==> src/verilog/sms_defs.svh <==
`ifndef SMS_DEFS_SVH
`define SMS_DEFS_SVH
`define SMS_OFS_CFG      8'h00
`define SMS_OFS_STAT     8'h04
`define SMS_CFG_RST      14'h0000
`define SMS_ACK_BIT      8
`define SMS_RESP_OKAY    2'h0
`define SMS_RESP_SLVERR  2'h2
`endif

==> src/verilog/sms_pkg.sv <==
package sms_pkg;
   // gray order along run -> stop3 -> stop2 -> stop1
   typedef enum logic [1:0] {
      SMS_RUN   = 2'h0,
      SMS_STOP3 = 2'h1,
      SMS_STOP2 = 2'h3,
      SMS_STOP1 = 2'h2
   } sms_mode_t;
   typedef struct packed {
      logic wake_pin_pullup_enable;
      logic osc_range_hi;
      logic external_ref_stop_enable;
      logic external_ref_clock_enable;
      logic internal_ref_stop_enable;
      logic internal_ref_clock_enable;
      logic rti_wake_en;
      logic adc_async_clk;
      logic partial_power_down_control;
      logic power_down_control;
      logic low_volt_detect_in_stop_enable;
      logic low_volt_detect_enable;
      logic debug_mode_enable;
      logic stop_enable_bit;
   } sms_cfg_t;
   typedef struct packed {
      logic        awvalid;
      logic [7:0]  awaddr;
      logic        wvalid;
      logic [31:0] wdata;
      logic [3:0]  wstrb;
      logic        bready;
      logic        arvalid;
      logic [7:0]  araddr;
      logic        rready;
   } sms_axi_m2s_t;
   typedef struct packed {
      logic        awready;
      logic        wready;
      logic        bvalid;
      logic [1:0]  bresp;
      logic        arready;
      logic        rvalid;
      logic [31:0] rdata;
      logic [1:0]  rresp;
   } sms_axi_s2m_t;
   typedef struct packed {
      logic       periodic_wake_interrupt;
      logic       low_voltage_detector;
      logic       adc;
      logic       ext;
      logic       kbd;
   } sms_irq_t;
   typedef struct packed {
      sms_mode_t   mode;
      sms_cfg_t    cfg;
      logic        bdm_stop;
      logic        vreg_stop;
      logic        partial_power_down_flag;
      logic        deep_power_down_flag;
      logic        latch_hold;
      logic        rst_s1;
      logic        rst_s2;
      logic        wk_s1;
      logic        wk_s2;
      logic        sys_rst;
      logic        por;
      logic        irq_vec;
      sms_irq_t    irq_src;
      logic        bdm_enter;
      logic        ill_rst;
      logic        dbg_err;
      logic        aw_got;
      logic [7:0]  awaddr;
      logic        w_got;
      logic [31:0] wdata;
      logic [3:0]  wstrb;
      logic        bvalid;
      logic [1:0]  bresp;
      logic        rvalid;
      logic [31:0] rdata;
      logic [1:0]  rresp;
   } sms_state_t;
endpackage

==> src/verilog/sms_stop_sequencer.sv <==
// Notes on behaviour
// - stop disabled: illegal-opcode reset, no stop
// - debug enabled: stop3 with debug clocks
// - both detect bits: stop3, regulator active
// - otherwise power-down off: stop3
// - power-down and partial set: stop2
// - power-down, partial clear: stop1
// - any stop halts bus, cpu, peripheral clocks
// - stop3 keeps state, ram, pins
// - stop3 exits by reset pin, interrupts or, in debug stop, background
// - adc runs in stop3 only async+detect
// - debug stop keeps debug clocks, full regulation
// - stopped: status commands error; background wakes debug stop
// - stop2: power off except ram, latch pins
// - stop2/1 wake pin active low, pullup only if software enabled it
// - periodic interrupt wakes stop2/1 when enabled
// - stop2/1 wake behaves as power-on reset
// - stop2 wake sets flag, holds latches until ack
// - latch release hands pins to port control
// - stop1 powers off ram, pins high impedance
// - stop1 wake sets flag until ack
// - oscillator runs in stop3 only if enabled
`timescale 1ns/1ps
`include "sms_defs.svh"
module sms_stop_sequencer (
   input  wire logic                  mclk_i,
   input  wire logic                  rst_n_i,
   input  wire logic                  stop_exec_i,
   input  wire logic                  reset_pin_n_i,
   input  wire logic                  wake_pin_n_i,
   input  wire sms_pkg::sms_irq_t     irq_i,
   input  wire logic                  bdc_background_i,
   input  wire logic                  bdc_mem_status_i,
   input  wire sms_pkg::sms_axi_m2s_t axi_i,
   output sms_pkg::sms_axi_s2m_t      axi_o,
   output logic [1:0]                 stop_mode_o,
   output logic                       bus_clk_en_o,
   output logic                       cpu_clk_en_o,
   output logic                       periph_clk_en_o,
   output logic                       bdm_clk_en_o,
   output logic                       regulator_full_o,
   output logic                       regulator_on_o,
   output logic                       core_power_o,
   output logic                       ram_power_o,
   output logic                       adc_run_o,
   output logic                       int_ref_run_o,
   output logic                       ext_osc_run_o,
   output logic                       pin_latch_o,
   output logic                       pin_hiz_o,
   output logic                       wake_pin_mode_o,
   output logic                       wake_pin_pullup_en_o,
   output logic                       illegal_op_reset_o,
   output logic                       sys_reset_o,
   output logic                       por_reset_o,
   output logic                       irq_vector_o,
   output sms_pkg::sms_irq_t          irq_src_o,
   output logic                       bdm_enter_o,
   output logic                       bdc_mem_access_o,
   output logic                       bdc_stop_err_o,
   output logic                       partial_power_down_flag_o,
   output logic                       pdf_o
);

   sms_pkg::sms_state_t st_reg;
   sms_pkg::sms_state_t st_next;
   logic                aw_rdy;
   logic                w_rdy;
   logic                ar_rdy;
   logic                ack_wr;
   logic                lvd_stop;

   // stop level from the bits as they stand right now
   function automatic sms_pkg::sms_mode_t sel_mode(input sms_pkg::sms_cfg_t c);
      if (c.debug_mode_enable ||
          (c.low_volt_detect_enable && c.low_volt_detect_in_stop_enable)) begin
         sel_mode = sms_pkg::SMS_STOP3;
      end else if (!c.power_down_control) begin
         sel_mode = sms_pkg::SMS_STOP3;
      end else if (c.partial_power_down_control) begin
         sel_mode = sms_pkg::SMS_STOP2;
      end else begin
         sel_mode = sms_pkg::SMS_STOP1;
      end
   endfunction

   function automatic logic [31:0] merge(input logic [31:0] old,
                                         input logic [31:0] nw,
                                         input logic [3:0]  be);
      for (int i = 0; i < 4; i++) begin
         merge[i*8 +: 8] = be[i] ? nw[i*8 +: 8] : old[i*8 +: 8];
      end
   endfunction

   assign aw_rdy = !st_reg.aw_got && !st_reg.bvalid;
   assign w_rdy  = !st_reg.w_got && !st_reg.bvalid;
   assign ar_rdy = !st_reg.rvalid;
   assign ack_wr = st_reg.aw_got && st_reg.w_got && !st_reg.bvalid &&
                   st_reg.awaddr == `SMS_OFS_STAT && st_reg.wstrb[1] &&
                   st_reg.wdata[`SMS_ACK_BIT];
   assign lvd_stop = st_reg.cfg.low_volt_detect_enable &&
                     st_reg.cfg.low_volt_detect_in_stop_enable;

   always_comb begin
      logic [31:0] cfgw;
      cfgw    = 32'h0;
      st_next = st_reg;
      st_next.rst_s1    = reset_pin_n_i;
      st_next.rst_s2    = st_reg.rst_s1;
      st_next.wk_s1     = wake_pin_n_i;
      st_next.wk_s2     = st_reg.wk_s1;
      st_next.sys_rst   = 1'b0;
      st_next.por       = 1'b0;
      st_next.irq_vec   = 1'b0;
      st_next.bdm_enter = 1'b0;
      st_next.ill_rst   = 1'b0;
      st_next.dbg_err   = 1'b0;

      // register bus: write side
      if (axi_i.awvalid && aw_rdy) begin
         st_next.aw_got = 1'b1;
         st_next.awaddr = axi_i.awaddr;
      end
      if (axi_i.wvalid && w_rdy) begin
         st_next.w_got = 1'b1;
         st_next.wdata = axi_i.wdata;
         st_next.wstrb = axi_i.wstrb;
      end
      if (st_reg.aw_got && st_reg.w_got && !st_reg.bvalid) begin
         st_next.aw_got = 1'b0;
         st_next.w_got  = 1'b0;
         st_next.bvalid = 1'b1;
         st_next.bresp  = `SMS_RESP_OKAY;
         if (st_reg.awaddr == `SMS_OFS_CFG) begin
            cfgw = merge({18'h0, st_reg.cfg}, st_reg.wdata, st_reg.wstrb);
            st_next.cfg = cfgw[13:0];
         end else if (st_reg.awaddr != `SMS_OFS_STAT) begin
            st_next.bresp = `SMS_RESP_SLVERR;
         end
      end
      if (st_reg.bvalid && axi_i.bready) begin
         st_next.bvalid = 1'b0;
      end

      // register bus: read side
      if (axi_i.arvalid && ar_rdy) begin
         st_next.rvalid = 1'b1;
         st_next.rresp  = `SMS_RESP_OKAY;
         st_next.rdata  = 32'h0;
         if (axi_i.araddr == `SMS_OFS_CFG) begin
            st_next.rdata = {18'h0, st_reg.cfg};
         end else if (axi_i.araddr == `SMS_OFS_STAT) begin
            st_next.rdata = {27'h0, st_reg.latch_hold, st_reg.mode,
                             st_reg.deep_power_down_flag, st_reg.partial_power_down_flag};
         end else begin
            st_next.rresp = `SMS_RESP_SLVERR;
         end
      end else if (st_reg.rvalid && axi_i.rready) begin
         st_next.rvalid = 1'b0;
      end

      // acknowledge opens latches and clears flags
      if (ack_wr) begin
         st_next.partial_power_down_flag       = 1'b0;
         st_next.deep_power_down_flag        = 1'b0;
         st_next.latch_hold = 1'b0;
      end

      // debug status commands never touch memory while stopped
      if (bdc_mem_status_i && st_reg.mode != sms_pkg::SMS_RUN) begin
         st_next.dbg_err = 1'b1;
      end

      unique case (st_reg.mode)
         sms_pkg::SMS_RUN: begin
            if (stop_exec_i) begin
               if (!st_reg.cfg.stop_enable_bit) begin
                  st_next.ill_rst = 1'b1;
               end else begin
                  // bits frozen here; later writes cannot move the level
                  st_next.mode      = sel_mode(st_reg.cfg);
                  st_next.bdm_stop  = st_reg.cfg.debug_mode_enable;
                  st_next.vreg_stop = lvd_stop;
                  if (sel_mode(st_reg.cfg) == sms_pkg::SMS_STOP2) begin
                     st_next.latch_hold = 1'b1;
                  end
               end
            end
         end
         sms_pkg::SMS_STOP3: begin
            if (!st_reg.rst_s2) begin
               st_next.mode    = sms_pkg::SMS_RUN;
               st_next.sys_rst = 1'b1;
            end else if (bdc_background_i && st_reg.bdm_stop) begin
               st_next.mode      = sms_pkg::SMS_RUN;
               st_next.bdm_enter = 1'b1;
            end else if (|irq_i) begin
               st_next.mode    = sms_pkg::SMS_RUN;
               st_next.irq_vec = 1'b1;
               st_next.irq_src = irq_i;
            end
         end
         sms_pkg::SMS_STOP2,
         sms_pkg::SMS_STOP1: begin
            if (!st_reg.wk_s2 || (irq_i.periodic_wake_interrupt && st_reg.cfg.rti_wake_en)) begin
               st_next.mode = sms_pkg::SMS_RUN;
               st_next.por  = 1'b1;
               st_next.cfg  = `SMS_CFG_RST;
               // set wins over a same-cycle acknowledge
               if (st_reg.mode == sms_pkg::SMS_STOP2) begin
                  st_next.partial_power_down_flag       = 1'b1;
                  st_next.latch_hold = 1'b1;
               end else begin
                  st_next.deep_power_down_flag = 1'b1;
               end
            end
         end
      endcase

      if (!rst_n_i) begin
         st_next = '0;
         st_next.cfg = `SMS_CFG_RST;
         st_next.rst_s1 = 1'b1;
         st_next.rst_s2 = 1'b1;
         st_next.wk_s1 = 1'b1;
         st_next.wk_s2 = 1'b1;
      end
   end

   always_ff @(posedge mclk_i) begin
      st_reg <= st_next;
   end

   // one process drives the whole response struct, so it has a single driver
   always_comb begin
      axi_o.awready = aw_rdy;
      axi_o.wready  = w_rdy;
      axi_o.bvalid  = st_reg.bvalid;
      axi_o.bresp   = st_reg.bresp;
      axi_o.arready = ar_rdy;
      axi_o.rvalid  = st_reg.rvalid;
      axi_o.rdata   = st_reg.rdata;
      axi_o.rresp   = st_reg.rresp;
   end

   logic run;
   logic s3;
   assign run = st_reg.mode == sms_pkg::SMS_RUN;
   assign s3  = st_reg.mode == sms_pkg::SMS_STOP3;

   assign stop_mode_o      = st_reg.mode;
   assign bus_clk_en_o     = run;
   assign cpu_clk_en_o     = run;
   assign periph_clk_en_o  = run;
   assign bdm_clk_en_o     = run || (s3 && st_reg.bdm_stop);
   assign regulator_full_o = run || (s3 && (st_reg.bdm_stop || st_reg.vreg_stop));
   assign regulator_on_o   = st_reg.mode != sms_pkg::SMS_STOP1;
   assign core_power_o     = run || s3;
   assign ram_power_o      = st_reg.mode != sms_pkg::SMS_STOP1;
   assign adc_run_o        = run || (s3 && st_reg.cfg.adc_async_clk && lvd_stop);
   assign int_ref_run_o    = run || (s3 && st_reg.cfg.internal_ref_clock_enable &&
                                     st_reg.cfg.internal_ref_stop_enable);
   assign ext_osc_run_o    = run || (s3 && st_reg.cfg.external_ref_clock_enable &&
                                     st_reg.cfg.external_ref_stop_enable &&
                                     (!st_reg.cfg.osc_range_hi || lvd_stop));
   // pins hold from stop2 entry until the acknowledge write
   assign pin_latch_o      = st_reg.latch_hold;
   assign pin_hiz_o        = st_reg.mode == sms_pkg::SMS_STOP1;
   assign wake_pin_mode_o  = !run && !s3;
   // pullup only from software, never forced by stop entry
   assign wake_pin_pullup_en_o = st_reg.cfg.wake_pin_pullup_enable;
   assign illegal_op_reset_o = st_reg.ill_rst;
   assign sys_reset_o      = st_reg.sys_rst;
   assign por_reset_o      = st_reg.por;
   assign irq_vector_o     = st_reg.irq_vec;
   assign irq_src_o        = st_reg.irq_src;
   assign bdm_enter_o      = st_reg.bdm_enter;
   assign bdc_mem_access_o = bdc_mem_status_i && run;
   assign bdc_stop_err_o   = st_reg.dbg_err;
   assign partial_power_down_flag_o           = st_reg.partial_power_down_flag;
   assign pdf_o            = st_reg.deep_power_down_flag;

   logic go;
   assign go = run && stop_exec_i && st_reg.cfg.stop_enable_bit;
endmodule // sms_stop_sequencer
==> config.mk <==
export PLATFORM = sky130hd
export DESIGN_NAME = sms_stop_sequencer
export DESIGN_NICKNAME = d
export VERILOG_FILES = /design/src/verilog/sms_pkg.sv /design/src/verilog/sms_stop_sequencer.sv
export VERILOG_INCLUDE_DIRS = /design/src /design/src/verilog
export SDC_FILE = /design/constraint.sdc
export NUM_CORES = 1
export LEC_CHECK = 0
export BUFFER_PORTS_ARGS = -buffer_cell sky130_fd_sc_hd__buf_4
export CAP_MARGIN = 10
export CORE_MARGIN = 8
export CORE_UTILIZATION = 40
export DETAILED_ROUTE_END_ITERATION = 10
export PLACE_DENSITY = 0.8
export SLEW_MARGIN = 20
export SYNTH_ARGS = -nofsm -noshare
export SYNTH_HDL_FRONTEND = slang
export SYNTH_SLANG_ARGS = --single-unit
export TNS_END_PERCENT = 10
==> constraint.sdc <==
create_clock -name mclk_i -period 1.4 [get_ports mclk_i]
set_input_delay 0.21 -clock mclk_i [delete_from_list [all_inputs] [get_ports mclk_i]]
set_output_delay 0.21 -clock mclk_i [all_outputs]
set_load 0.02 [all_outputs]
Word level (Yosys, flattened, before mapping)
Cells that the tools add are included.
Word-level totals
  register bits: 100
  bits of input ports: 69
  output and inout port bits: 72
Operators by class
  equality and inequality tests: 12
  mux-type cells: 40
  bitwise operators: 4
  reductions and logical operators: 62
Operator list (number)
  $mux W14: 4
  $logic_and A1 B1 Y1: 27
  $mux W2: 13
  $eq A8 B3 Y1 const B: 2
  $logic_not A8 Y1: 2
  $mux W16: 1
  $mux W1: 14
  $mux W6: 2
  $logic_or A1 B1 Y1: 10
  $reduce_and A3 Y1: 3
  $logic_not A1 Y1: 8
  $mux W8: 1
  $ne A2 B2 Y1 const B: 4
  $ne A8 B3 Y1 const B: 1
  $reduce_and A4 Y1: 2
  $eq A2 B2 Y1 const B: 3
  $mux W3: 2
  $pmux W2 S3: 1
  $reduce_or A2 Y1: 3
  $mux W5: 1
  $reduce_or A5 Y1: 1
  $ne A4 B2 Y1 const B: 1
  $not A1 Y1: 4
  $reduce_and A2 Y1: 2
  5 further kinds: 6

Depth between registers and ports, before layout
  depth after elaboration: 11
  mapped depth: 6

Worst setup path after synthesis
OpenSTA, ideal clock, no wires.
  path type: register to register
  start: reg st_reg, in the netlist stop_mode_o[1]
  end: reg st_reg[103] (netlist name)
  library setup time: 116 ps
  data arrival time: 1444 ps
  data required time: 1284 ps
  slack: -160 ps
  cell stages (with the launch flop): 5
  path buffers: 0
  clock period less this slack: 1560 ps
  cells stage by stage: dfxtp_1 > nor2_1 > and3_1 > mux2i_1 > nor2b_1
Between the ends
  word-level cells in the longest chain between the ends: 2
RTL lines
  from (decl): RTL line sms_stop_sequencer.sv:64  | sms_pkg::sms_state_t st_reg;
  from (signal assigned): RTL line sms_stop_sequencer.sv:230  | st_reg <= st_next;
  $logic_not A2 Y1
  named net bus_clk_en_o: RTL line sms_stop_sequencer.sv:37  | output logic bus_clk_en_o,
  $reduce_and A3 Y1 (no source line)
The timed path passes the listed nets, and every way through them passes these cells.
A chain may end at the register's enable or synchronous reset.

Worst setup path in the final report
  start: reg st_reg, in the netlist stop_mode_o[0]
  end: out regulator_full_o
Between the ends
  word-level cells in the longest chain between the ends: 3
  elaborated cells on any way between the ends: 4
RTL lines
  $eq A2 B1 Y1: RTL line sms_stop_sequencer.sv:248  | assign s3 = st_reg.mode == sms_pkg::SMS_STOP3;
  $logic_and A1 B1 Y1: RTL line sms_stop_sequencer.sv:255  | assign regulator_full_o = run || (s3 && (st_reg.bdm_stop || st_reg.vreg_stop));
  $logic_or A1 B1 Y1 *: RTL line sms_stop_sequencer.sv:255
  to (decl): RTL line sms_stop_sequencer.sv:41  | output logic regulator_full_o,
Mark *: on every way between the ends. The rest lies on a longest branch, timed or not.

==> results by group <==
Synthesis
  • Yosys cell types: 38
  • Synthesized-area fraction occupied by adder cells: 0%
  • Complex-gate fraction of the synthesized area: 12.94%
  • Number of instances in the synthesized netlist: around 400
  • Average size of a mapped cell: just under 9 um^2
  • Count of flip-flops with a built-in enable after synthesis: 0
  • Share of the yosys chip area belonging to registers: approximately 45%
  • Dominant combinational cell family by area after synthesis: simple AND/OR/NAND/NOR gates
  • Most common flop cell mapped by yosys: dfxtp_1
  • Fraction of synthesized cell area in xor and xnor cells: 0%
  • Simple-gate portion of the synthesized area: between 20% and 30%
  • Count of warnings emitted by yosys: 0
  • Post-synthesis async set-or-reset flop share: 0%
  • Cell with the most instances after synthesis: dfxtp_1
  • Most numerous cell types in the synthesized netlist: dfxtp_1, nand2_1, buf_4
  • Post-synth top area share: 44.63%
  • Synthesis-stage register bit count: 80
  • Mux contribution to synthesized area: about 6.6%
  • Summed instance area of the synthesized netlist: 3588 um^2
  • Synth top area cells: dfxtp_1, buf_4, nand2_1
  • Post-synth top area cell: dfxtp_1

Final layout
  • Fraction of final layout cells with drive strength greater than 1: a little under two fifths
  • Area of the multi-input gates: approximately 1700 um^2
  • Area growth from synthesis to final layout: 32.08%
  • Layout fillers: between 800 and 900
  • Flip-flop count of the largest register after layout: 45
  • Antenna Diode Count: 0
  • Final Net Count: approximately 560
  • Area of all sequential standard cells: about 1600 um^2
  • Non-filler instance count after layout: around 600

Placement
  • GP Congestion: 0.7578
  • IO Port Bufs: 100
  • Number of cells after detailed placement: slightly below 600
  • HPWL after detailed placement: about 6.8 mm

Clock tree
  • Insertion delay to the later sink of the worst-skew pair: between 0.3 and 0.4 ns
  • TritonCTS clock tree: done
  • Clock tree root driver cell: clkbuf_8
  • CTS H-tree depth: 3
  • Clock buffer count from CTS: 9
  • Post-CTS clock slew at the launch and capture registers of the worst setup and hold paths: about 0.080 ns
  • Total number of clock tree sinks: 80
  • Buffers from clock root to sink, at most: 2

Routing
  • Overall via count from detail_route: 2894
  • Routed WL per cell: approximately 15 um
  • Average vias per placed instance: about 4.8
  • Total routed wirelength: around 8.9 mm
  • Antenna Violating Nets Remaining: 0
  • # DRC: 0
  • Initial DRC count: about 110
  • Number of detailed-routing iterations run before antenna repair: 4

Floorplanning
  • Chip Width: around 110 um
  • Die area: approximately 12000 um^2
  • # rows: 34
  • Die outline height: approximately 110 um
  • Effective utilization at floorplan: between 40% and 50%
  • Core area: between 8000 and 9000 um^2
  • Boundary Pins: about 140

Worst setup path
  • Critical setup path kind: reg -> out
  • Cell-by-cell trace of the critical path: buf_6 -> a31oi_2 -> buf_4
  • Worst R2R Setup Slack: 0 ns
  • Cell type of the slowest stage on the worst timing path: dfxtp_2
  • Element type at the critical path start: flop
  • Element type at the critical path end: output pin
  • Delay of the slowest cell on the worst path: about 0.35 ns
  • R2R Path End: axi_o[12]
  • Arrival time of the worst setup path: approximately 1.2 ns
  • Delay-heaviest family, CP: flip-flops
  • WP buf/inv: 2
  • Number of cells on the worst reg-to-reg path: 5
  • Highest net fanout along the worst path: 8
  • Launching point of the worst reg2reg path: axi_o[34]
  • Critical path required time: between 1 and 1.5 ns

Run status
  • Violated checks: negative setup slack
  • Status: finished, violations left

GRT
  • Total congestion overflow after global routing: 0
  • GRT Total Usage: around 14%
  • Antenna violations before repair: 0
  • Largest net degree at the start of global routing: 30
  • First-pass GRT wire length: approximately 14 mm
  • Number of global-route vias before repair: between 2000 and 3000

Worst hold path
  • Hold Path Depth: 2
  • Min-delay worst type: in -> reg
  • Hold Crit Endpoint: st_reg[96]
  • Hold Crit Start: wake_pin_n_i

STA
  • Fin. max-slew vios: 0
  • Worst Clk Skew: 0.008233 ns
  • Setup TNS: -0.04848 ns
  • Fmax: ~700 MHz
  • # setup viols final: 7
  • Tmin final: roughly 1.4 ns
  • Total count of hold-check failures in the final report: 0
  • Unrepaired setup endpoints after global routing: yes
  • Fraction of the cycle the final worst path needs: 101.7%
  • Worst Slack Setup Final: -0.02332 ns

Run
  • MaxCap Viol Count: 0

Pwr
  • Pwr Density: around 1100 nW/um^2
  • Overall power of the completed layout: 5.426 mW
  • IR Drop Worst-Case VDD: 0.6122 mV
  • Leakage power summed over all cells: about 2.1 nW
[timing repair]
| action | CTS | global route |
|---|---|---|
| buffers inserted | 2 | 0 |
| gates resized for setup | 22 | 17 |
| setup endpoints to repair | 35 | 50 |
| hold buffers | 0 | 0 |
| pin swaps | 6 | 6 |
| cloned | 0 | 1 |
[cells by family (layout without fill, tap and decap cells)]
logic type | count (synthesis) | after routing
other | 1 | 20
multiplexers | 23 | 23
buffers and inverters | 77 | 151
AND/OR/NAND/NOR | 156 | 156
flip-flops | 80 | 80
AO/OA/AOI/OAI | 65 | 65
[where the power goes]
part           internal [mW]  total (mW)  leakage (nW)  switching, mW
sequential              2.36        2.42         0.654         0.0579
combinational          0.417       0.900          1.33          0.483
clock                   1.28        2.10         0.126          0.824
total                   4.06        5.43          2.11           1.36
[metal layers]
metal  GRT usage, %  up-vias  wire [um]
met3          4.708       14        600
met1          16.62     1326       3957
met5              0        -          0
li1               -     1454          -
met2          22.18      100       4179
met4          5.946        0        150
[layout make-up]
cell class / count / share of cell area [%]
flip-flops and latches: 80 / 34.00
clock buffers: 11 / 3.194
inverters: 6 / 0.5280
well taps: 108 / 2.851
multi-input cells: 264 / 35.48
repair buffers: 129 / 21.78
clock inverters: 5 / 2.165
[through the flow]
step / hold slack, ns / worst slack [ns] / util (%) / cell area, um^2
after floorplan: 0.3115 / -0.06955 / - / 3662
after global placement: 0.3955 / -0.1203 / 49.51 / 4318
after detailed placement: 0.3992 / -0.1711 / 49.51 / 4318
after CTS: 0.02679 / -0.03703 / 53.50 / 4666
after global routing: 0.03853 / -0.1134 / 54.35 / 4740
final: 0.04427 / -0.02332 / 54.35 / 4740
[cells in the final DEF, fill, tap and decap left out, types with 3 or more instances in the layout]
master,count
dfxtp_1,74
mux2_2,5
nand2_1,68
inv_1,5
o211ai_1,4
clkbuf_8,11
buf_4,119
conb_1,20
nand2b_1,5
a22oi_1,9
bufinv_16,3
a22oi_2,5
a21oi_2,3
nor2_1,24
nand3_1,7
nor2b_1,18
mux2i_1,18
a21boi_0,30
and3_1,4
dfxtp_2,5
buf_12,3
o21ai_0,7
nor4_4,3
buf_6,7
[worst max path at each step]
stage          slack (ns)  cells after the start                to      startpoint
2_1_floorplan       -0.07                      4       st_reg[108]      st_reg[81]
3_3_place_gp        -0.12                      6         axi_o[15]        axi_i[2]
3_5_place_dp        -0.17                      5          axi_o[4]        axi_i[2]
4_1_cts             -0.04                      5       pin_latch_o      st_reg[81]
5_1_grt             -0.11                      5          axi_o[8]       axi_o[34]
6_report            -0.02                      3  regulator_full_o  stop_mode_o[0]
No activity file was read; power rests on OpenSTA's default activity.
